### src/ocd_consts.vh
// constants for the output channel divider block: offsets, fields, resets
// included by ocd_divider.v only
`ifndef OCD_CONSTS_VH
`define OCD_CONSTS_VH

// register indices; byte address is four times the index
`define OCD_IDX_DIV1_PHASE 12'h094
`define OCD_IDX_CHAN1_PWR 12'h095
`define OCD_IDX_DIV2_CYC 12'h096
`define OCD_IDX_DIV2_BYP 12'h097
`define OCD_IDX_DIV2_FSP 12'h197
`define OCD_IDX_CHAN2_PWR 12'h198
`define OCD_IDX_DIV3_CYC 12'h199
`define OCD_IDX_DIV3_BYP 12'h19a
// own choice: channel 1 control (bypass, ignore sync, force, start)
`define OCD_IDX_DIV1_CTRL 12'h200
// own choice: channel 1 cycle counts
`define OCD_IDX_DIV1_CYC 12'h201
// own choice: channel 3 power, then read-only status of outputs in [2:0]
`define OCD_IDX_DIV3_PWR 12'h202
`define OCD_IDX_STATUS 12'h203

// field positions
`define OCD_BIT_BYPASS 7
`define OCD_BIT_IGNSYNC 6
`define OCD_BIT_FORCE 5
`define OCD_BIT_START 4
`define OCD_BIT_PWRDN 2
`define OCD_BIT_DCCDIS 0

// reset values
`define OCD_RST_CYC2 8'h11
`define OCD_RST_CYC3 8'h00
`define OCD_RST_CYC1 8'h33
`define OCD_RST_ZERO 8'h00

`endif

### src/ocd_divider.v
// three output channel dividers with a classic wishbone register slave
// assumes clk_i is the divider input clock; sync_i is an asynchronous pin
//
// Summary of operation
// [RULE1] output stays low for low-cycle field plus one input cycles
// [RULE2] output stays high for high-cycle field plus one input cycles
// [RULE3] field value zero gives exactly one cycle in that phase
// [RULE4] bypass set passes the input clock straight to the output
// [RULE5] sync obeyed while ignore-sync clear, disregarded while set
// [RULE6] force drives a static level only while ignore-sync is also set
// [RULE7] force has no effect while the channel is bypassed
// [RULE8] forced level is low for force zero, high for force one
// [RULE9] start-level bit chooses the initial output level
// [RULE10] four-bit phase offset delays the output, resets to zero
// [RULE11] channel power-down disables its three outputs, high-impedance
// [RULE12] duty-cycle correction on while disable bit is zero
// [RULE13] period is sum of low and high counts, repeating continuously
//
// The implementer's own choice: the Wishbone register port.
`timescale 1ns/10ps
`include "ocd_consts.vh"

module ocd_divider (
  // clock and reset
  input wire clk_i,
  input wire rst_i,
  // wishbone slave
  input wire wb_cyc_i,
  input wire wb_stb_i,
  input wire wb_we_i,
  input wire [13:0] wb_adr_i,
  input wire [3:0] wb_sel_i,
  input wire [31:0] wb_dat_i,
  output reg [31:0] wb_dat_o,
  output reg wb_ack_o,
  output wire wb_err_o,
  // chip-level sync pin, active high
  input wire sync_i,
  // per channel divided clock, output enables, correction enables
  output wire [2:0] div_clk_o,
  output wire [8:0] out_oe_o,
  output wire [2:0] duty_cycle_correction_en_o
);

  // per channel register fields: cyc = {low,high}, ctl = {byp,ign,frc,start,phase}
  reg [7:0] cyc_q [0:2];
  reg [7:0] ctl_q [0:2];
  reg [2:0] pwrdn_q;
  reg [2:0] dccdis_q;
  reg [2:0] sync_meta_q;
  reg [2:0] sync_q;
  reg [2:0] sync_prev_q;
  reg [2:0] dout_q;
  wire [11:0] idx;
  wire req;
  wire wr;
  reg hit;
  reg [7:0] rdat;

  assign idx = wb_adr_i[13:2];
  assign req = wb_cyc_i && wb_stb_i && !wb_ack_o;
  assign wr = req && wb_we_i && wb_sel_i[0];
  assign wb_err_o = 1'b0;

  // sync pin double-flopped; each bit is one copy per channel
  always @(posedge clk_i) begin
    if (rst_i) begin
      sync_meta_q <= 3'h0;
      sync_q <= 3'h0;
      sync_prev_q <= 3'h0;
    end else begin
      sync_meta_q <= {3{sync_i}};
      sync_q <= sync_meta_q;
      sync_prev_q <= sync_q;
    end
  end

  // read decode
  always @* begin
    hit = 1'b1;
    rdat = 8'h00;
    case (idx)
      `OCD_IDX_DIV1_CTRL: rdat = ctl_q[0];
      `OCD_IDX_DIV1_CYC: rdat = cyc_q[0];
      `OCD_IDX_DIV1_PHASE: rdat = {4'h0, ctl_q[0][3:0]};
      `OCD_IDX_CHAN1_PWR: rdat = {5'h00, pwrdn_q[0], 1'b0, dccdis_q[0]};
      `OCD_IDX_DIV2_CYC: rdat = cyc_q[1];
      `OCD_IDX_DIV2_BYP: rdat = {ctl_q[1][7:6], 6'h00};
      `OCD_IDX_DIV2_FSP: rdat = {2'h0, ctl_q[1][5:0]};
      `OCD_IDX_CHAN2_PWR: rdat = {5'h00, pwrdn_q[1], 1'b0, dccdis_q[1]};
      `OCD_IDX_DIV3_CYC: rdat = cyc_q[2];
      `OCD_IDX_DIV3_BYP: rdat = ctl_q[2];
      `OCD_IDX_DIV3_PWR: rdat = {5'h00, pwrdn_q[2], 1'b0, dccdis_q[2]};
      `OCD_IDX_STATUS: rdat = {5'h00, div_clk_o};
      default: begin
        hit = 1'b0;
        rdat = 8'h00;
      end
    endcase
  end

  // bus answer: one cycle after the request, unmapped reads give zero
  always @(posedge clk_i) begin
    if (rst_i) begin
      wb_ack_o <= 1'b0;
      wb_dat_o <= 32'h00000000;
    end else begin
      wb_ack_o <= req;
      wb_dat_o <= (req && hit) ? {24'h000000, rdat} : 32'h00000000;
    end
  end

  // register writes
  always @(posedge clk_i) begin
    if (rst_i) begin
      cyc_q[0] <= `OCD_RST_CYC1;
      cyc_q[1] <= `OCD_RST_CYC2;
      cyc_q[2] <= `OCD_RST_CYC3;
      ctl_q[0] <= `OCD_RST_ZERO; // [RULE10]
      ctl_q[1] <= `OCD_RST_ZERO;
      ctl_q[2] <= `OCD_RST_ZERO;
      pwrdn_q <= 3'h0;
      dccdis_q <= 3'h0;
    end else if (wr) begin
      case (idx)
        `OCD_IDX_DIV1_CTRL: ctl_q[0][7:4] <= wb_dat_i[7:4];
        `OCD_IDX_DIV1_CYC: cyc_q[0] <= wb_dat_i[7:0];
        `OCD_IDX_DIV1_PHASE: ctl_q[0][3:0] <= wb_dat_i[3:0];
        `OCD_IDX_CHAN1_PWR: begin
          pwrdn_q[0] <= wb_dat_i[`OCD_BIT_PWRDN];
          dccdis_q[0] <= wb_dat_i[`OCD_BIT_DCCDIS];
        end
        `OCD_IDX_DIV2_CYC: cyc_q[1] <= wb_dat_i[7:0];
        `OCD_IDX_DIV2_BYP: ctl_q[1][7:6] <= wb_dat_i[7:6];
        `OCD_IDX_DIV2_FSP: ctl_q[1][5:0] <= wb_dat_i[5:0];
        `OCD_IDX_CHAN2_PWR: begin
          pwrdn_q[1] <= wb_dat_i[`OCD_BIT_PWRDN];
          dccdis_q[1] <= wb_dat_i[`OCD_BIT_DCCDIS];
        end
        `OCD_IDX_DIV3_CYC: cyc_q[2] <= wb_dat_i[7:0];
        `OCD_IDX_DIV3_BYP: ctl_q[2] <= wb_dat_i[7:0];
        `OCD_IDX_DIV3_PWR: begin
          pwrdn_q[2] <= wb_dat_i[`OCD_BIT_PWRDN];
          dccdis_q[2] <= wb_dat_i[`OCD_BIT_DCCDIS];
        end
        default: begin
        end
      endcase
    end
  end

  // per channel counters
  genvar g;
  generate
    for (g = 0; g < 3; g = g + 1) begin : g_ch
      reg [3:0] cnt_q;
      reg [3:0] dly_q;
      reg lvl_q;
      reg run_q;
      wire byp;
      wire ign;
      wire frc;
      wire start;
      wire [3:0] phase;
      wire restart;
      wire [3:0] lim;
      assign byp = ctl_q[g][`OCD_BIT_BYPASS];
      assign ign = ctl_q[g][`OCD_BIT_IGNSYNC];
      assign frc = ctl_q[g][`OCD_BIT_FORCE];
      assign start = ctl_q[g][`OCD_BIT_START];
      assign phase = ctl_q[g][3:0];
      // sync rising edge restarts the channel unless ignored
      assign restart = sync_q[g] && !sync_prev_q[g] && !ign; // [RULE5]
      // phase length: low uses [7:4], high uses [3:0]
      assign lim = lvl_q ? cyc_q[g][3:0] : cyc_q[g][7:4]; // [RULE1] [RULE2]

      always @(posedge clk_i) begin
        if (rst_i) begin
          cnt_q <= 4'h0;
          dly_q <= 4'h0;
          lvl_q <= 1'b0;
          run_q <= 1'b0;
        end else if (restart || !run_q) begin
          cnt_q <= 4'h0;
          dly_q <= phase; // [RULE10]
          lvl_q <= start; // [RULE9]
          run_q <= 1'b1;
        end else if (dly_q != 4'h0) begin
          dly_q <= dly_q - 4'h1;
        end else if (cnt_q >= lim) begin
          // zero limit toggles every cycle, one cycle per phase
          cnt_q <= 4'h0; // [RULE3]
          lvl_q <= !lvl_q; // [RULE13]
        end else begin
          cnt_q <= cnt_q + 4'h1;
        end
      end

      always @(posedge clk_i) begin
        if (rst_i) begin
          dout_q[g] <= 1'b0;
        end else if (ign && frc && !byp) begin
          dout_q[g] <= 1'b1; // [RULE6] [RULE8]
        end else if (ign && !byp) begin
          dout_q[g] <= 1'b0; // [RULE6] [RULE8]
        end else begin
          dout_q[g] <= lvl_q;
        end
      end

      // bypass forwards the input clock itself, force ignored
      assign div_clk_o[g] = byp ? clk_i : dout_q[g]; // [RULE4] [RULE7]
      assign out_oe_o[3*g+2:3*g] = {3{!pwrdn_q[g]}}; // [RULE11]
      assign duty_cycle_correction_en_o[g] = !dccdis_q[g]; // [RULE12]
    end
  endgenerate

endmodule

### config.mk
export PLATFORM = sky130hd
export DESIGN_NAME = ocd_divider
export DESIGN_NICKNAME = d
export VERILOG_FILES = /design/src/ocd_divider.v
export VERILOG_INCLUDE_DIRS = /design/src
export SDC_FILE = /design/constraint.sdc
export NUM_CORES = 1
export LEC_CHECK = 0
export BUFFER_PORTS_ARGS = -buffer_cell sky130_fd_sc_hd__clkbuf_2
export CAP_MARGIN = 15
export CORE_MARGIN = 4
export CORE_UTILIZATION = 60
export CTS_BUF_LIST = sky130_fd_sc_hd__clkbuf_2
export CTS_CLUSTER_DIAMETER = 60
export DETAILED_ROUTE_END_ITERATION = 6
export PLACE_DENSITY = 0.86
export REMOVE_ABC_BUFFERS = 1
export SYNTH_ARGS = -nofsm -noshare
export SYNTH_HDL_FRONTEND = slang
export SYNTH_SLANG_ARGS = --single-unit
### constraint.sdc
create_clock -name clk_i -period 4.2 [get_ports clk_i]
set_input_delay 0.84 -clock clk_i [delete_from_list [all_inputs] [get_ports clk_i]]
set_output_delay 0.84 -clock clk_i [all_outputs]
set_load 0.005 [all_outputs]
; ---- Word-level counts from Yosys, hierarchy flattened
; Memories as Yosys holds them, arrays and structs flattened.
; Index checks and enable logic that the tools add are counted.
[word_totals]
word_cells = 201
output_inout_bits = 49
ff_bits = 75
latchBits = 0
mem_bits_rw = 48
romBits = 0
mem_count = 2
input_bits = 56
[op_classes]
n_mul = 0
eq_ne = 15
mux = 74
addsub = 6
order_cmp = 3
n_div = 0
n_reduce_logical = 65
bitwise = 9
shifts = 0
[mem_list]
columns = memory, depth, width, rd, rd_clocked_by_memory_dff, write_ports, line_no
row1 = ctl_q, 3, 8, 3, 0, 3, ocd_divider.v:47  ; reg [7:0] ctl_q [0:2];
row2 = cyc_q, 3, 8, 3, 0, 3, ocd_divider.v:46  ; reg [7:0] cyc_q [0:2];
[op_table]
columns = op, n
row1 = $pmux 8 s12, 1
row2 = $mux 4, 14
row3 = $mux 1, 53
row4 = $eq 12x10->1 const B, 4
row5 = $eq 12x8->1 const B, 4
row6 = $eq 12x9->1 const B, 4
row7 = $mux 8, 4
row8 = $logic_not 1->1, 22
row9 = $logic_and 1x1->1, 20
row10 = $add 4x1->4 const B, 3
row11 = $ge 4x4->1, 3
row12 = $reduce_and 2->1, 6
row13 = $reduce_bool 2->1, 6
row14 = $reduce_bool 4->1, 3
row15 = $reduce_or 12->1, 1
row16 = $sub 4x1->4 const B, 3
row17 = $or 1x1->1, 8
row18 = $reduce_or 2->1, 4
row19 = $mux 6, 1
row20 = $ne 2x2->1 const B, 3
row21 = $logic_or 1x1->1, 3
row22 = $mux 2, 1
row23 = $not 1->1, 1

; ---- Depth between registers and ports, before layout
[logic_depth]
word_depth = 8
ltp_mapped = 9
depth_no_buf = 8

==> summary.txt <==
STA
  – Setup ws final: 0.605 ns
  – Unrepaired setup endpoints after global routing: false
  – Worst Skew: 0.0426 ns
  – Fin. max-slew vios: 0
  – Slew Limit Headroom: 0.258
  – Worst Tran Pin Value: 1.10 ns
  – Final hold violation count: 0
  – Setup TNS: 0 ns
  – Setup violations, final: 0

Yosys
  – Ys async rst share: 0
  – Synthesis-stage register bit count: 99
  – Post-Syn Instances: 481
  – Post-synth EDFFs: 48
  – Distinct cells, synth: 54
  – Synth Warn #: 0
  – Syn Area/Cell: 10.4 µm²
  – Post-Syn Area: 5010 µm²
  – Share of the yosys chip area belonging to registers: 0.491
  – Top FF cell, synth: dfxtp_1

Final layout
  – N_diodes: 0
  – Final net count: 604
  – Layout cells sized above 1: 0.178
  – Area Growth Syn to Fin: 6.36%
  – Cell Count, Final, Fillers Out: 638

Pwr
  – Leak Pwr: 2.16 nW
  – Peak VDD IR: 0.201 mV
  – Power density over the cells: 348 nW/µm²

Global route
  – GRT overflow: 0
  – Initial antenna violation count: 0
  – Vias in the first global route: 3455
  – First-pass GRT wire length: 18.0 mm
  – GRT Total Usage: 0.239
  – Largest net degree at the start of global routing: 29

Clocking
  – CTS tree: built
  – Latest clock arrival within the worst-skew pair: 0.64 ns
  – Clock-pin slew on the worst setup and hold paths: 0.23 ns
  – Setup bufs post-CTS: 0
  – Post-cts resize count: 0
  – Post-CTS Hold Fix Bufs: 0

Place
  – Hpwl dp: 8.90 mm
  – Port Buf Inserts: 50
  – Placed cell count: 614
  – Place WS: 0.900 ns
  – Gpl congestion: 0.945

Floorplanning
  – Full die area: 9880 µm²
  – Row count: 33
  – Die width: 99.4 µm
  – Area of the core: 8180 µm²
  – I/O pin cnt: 105
  – Die Y: 99.4 µm
  – Initial Util: 0.613

Critical path
  – CP most frequent cell: clkbuf_2
  – Worst-path maximum fanout: 2
  – Critical Path Start Type: clock port
  – Critical path class: clock port to output port
  – Critical Path Max Stage Delay: 0.31 ns
  – Required time worst endpoint: 3.36 ns
  – Crit-path slowest cell: mux2_2
  – Setup crit end kind: output port
  – Worst path arrival time: 2.76 ns
  – Cell breakdown of the critical path: clkbuf_2 -> clkbuf_2 -> mux2_2 -> clkbuf_2

Route
  – Drt wl/cell: 18.3 µm
  – WL final: 11.6 mm
  – DRC viols: 0
  – Antenna viol nets, final: 0
  – DR vias: 3723
  – Drt via density: 5.84
  – Starting DRT DRC Count: 402
  – Initial DRT Pass Iterations: 5

Run status
  – Outcome: complete, no violations

Flow run
  – Max Cap Viol: 0

Hold path
  – HP Class: clock port to register
state kept, by name, indices dropped and copies added, names as in the netlist:
name and count:
ctl_q 24, cyc_q 24, dccdis_q 3, dout_q 3, g_ch.cnt_q 12, g_ch.dly_q 12
g_ch.lvl_q 3, g_ch.run_q 3, pwrdn_q 3, sync_meta_q 1, sync_prev_q 1, sync_q 1
wb_ack_o 1, wb_dat_o 8
power by group:
group	leakage, nW	internal, W	switching [W]
registers	0.887	0.00105	0.0000359
logic	1.14	0.0000995	0.000136
clock network	0.139	0.000194	0.000341
total	2.16	0.00134	0.000513
worst paths after layout:
| kind | start | end | slack, ns | cells past startpoint |
|---|---|---|---|---|
| worst max-delay path | clk_i | div_clk_o[0] | 0.60 | 4 |
| worst min-delay path | clk_i | wb_dat_o[0] | 0.23 | 6 |
| worst min register to register | sync_meta_q[0] | sync_q[0] | 0.47 | 1 |
| worst max register to register | g_ch[2].lvl_q | g_ch[2].cnt_q[2] | 1.67 | 8 |
layer usage:
metal  track usage  share of wire
met1         0.328           0.43
met2         0.369           0.47
met4        0.0840          0.015
met3        0.0603          0.078
met5             0              0
logic make-up after synthesis:
family	Yosys count	share of synthesized area
compound gates	72	0.104
xor+xnor	18	0.0314
fa+ha+maj	21	0.0524
buf+inv	70	0.0786
flops	99	0.491
mux	33	0.0679
other cells	1	0.000748
simple gates	167	0.174
worst max-delay path, delay by kind of cell:
family,cells,cell delay (ns)
buffers and inverters,3,0.34
multiplexers,1,0.31
through the flow:
stage	power, W	hold slack [ns]	utilization	area, µm²
after floorplan	0.00128	0.414	-	4790
after global placement	0.00135	0.427	0.635	5190
after detailed placement	0.00137	0.439	0.635	5190
after CTS	0.00186	0.207	0.651	5320
after global routing	0.00195	0.235	0.652	5330
final	0.00186	0.231	0.652	5330
cell type report:
class                      count  area [µm²]
inverter                      22        82.6
sequential                    99        2460
fill                         677        2840
tap                          105         131
clock buffer                  20         100
clock inverter                 4        43.8
timing repair buffer          52         265
multi-input combinational    336        2250
cells in the final DEF, fill, tap and decap left out, types with 2 or more instances in the layout:
cell       n
a211oi_1   4
a222oi_1   6
nand2b_1   5
nor3_1     7
nand3b_1   4
inv_1     21
a21oi_1   23
mux2_2     8
dfxtp_1   51
edfxtp_1  48
a22oi_1    7
nand4_1    4
buf_2      3
a31oi_1    8
nor2b_1    9
clkbuf_2  67
mux2i_1   25
clkinv_2   2
nor3b_1    6
buf_4      2
nand2_1   23
nor2_2     2
or3_1     10
o21a_1     3
nor2_1    61
xnor2_1    9
conb_1    25
nor3_2     2
a21o_1     3
ha_1      21
a32oi_1    4
nand3_1    9
and2_1    16
o21ai_0    4
xor2_1     9
cell usage after synthesis, types with 2 or more instances:
library cell  number  area [µm²]
a32oi_1            4        35.0
dfxtp_1           51        1020
nor3_1             7        35.0
buf_4             31         233
nand2_1           23        86.3
nor2_1            61         229
o21a_1             3        22.5
nor2_2             2        12.5
a21o_1             3        22.5
mux2_2             8        90.1
nand2b_1           5        31.3
xnor2_1            9        78.8
a21oi_1           23         115
buf_6              2        22.5
edfxtp_1          48        1440
a222oi_1           6        60.1
or3_1             10        62.6
a211oi_1           4        30.0
nor2b_1            9        56.3
nand3b_1           4        30.0
nand3_1            9        45.0
a31oi_1            8        50.1
xor2_1             9        78.8
ha_1              21         263
clkbuf_1          15        56.3
nor3b_1            6        45.0
nor3_2             2        20.0
a22oi_1            7        52.6
nand4_1            4        25.0
o21ai_0            4        20.0
mux2i_1           25         250
inv_1             21        78.8
and2_1            16         100
No activity file was read; power rests on OpenSTA's default activity.
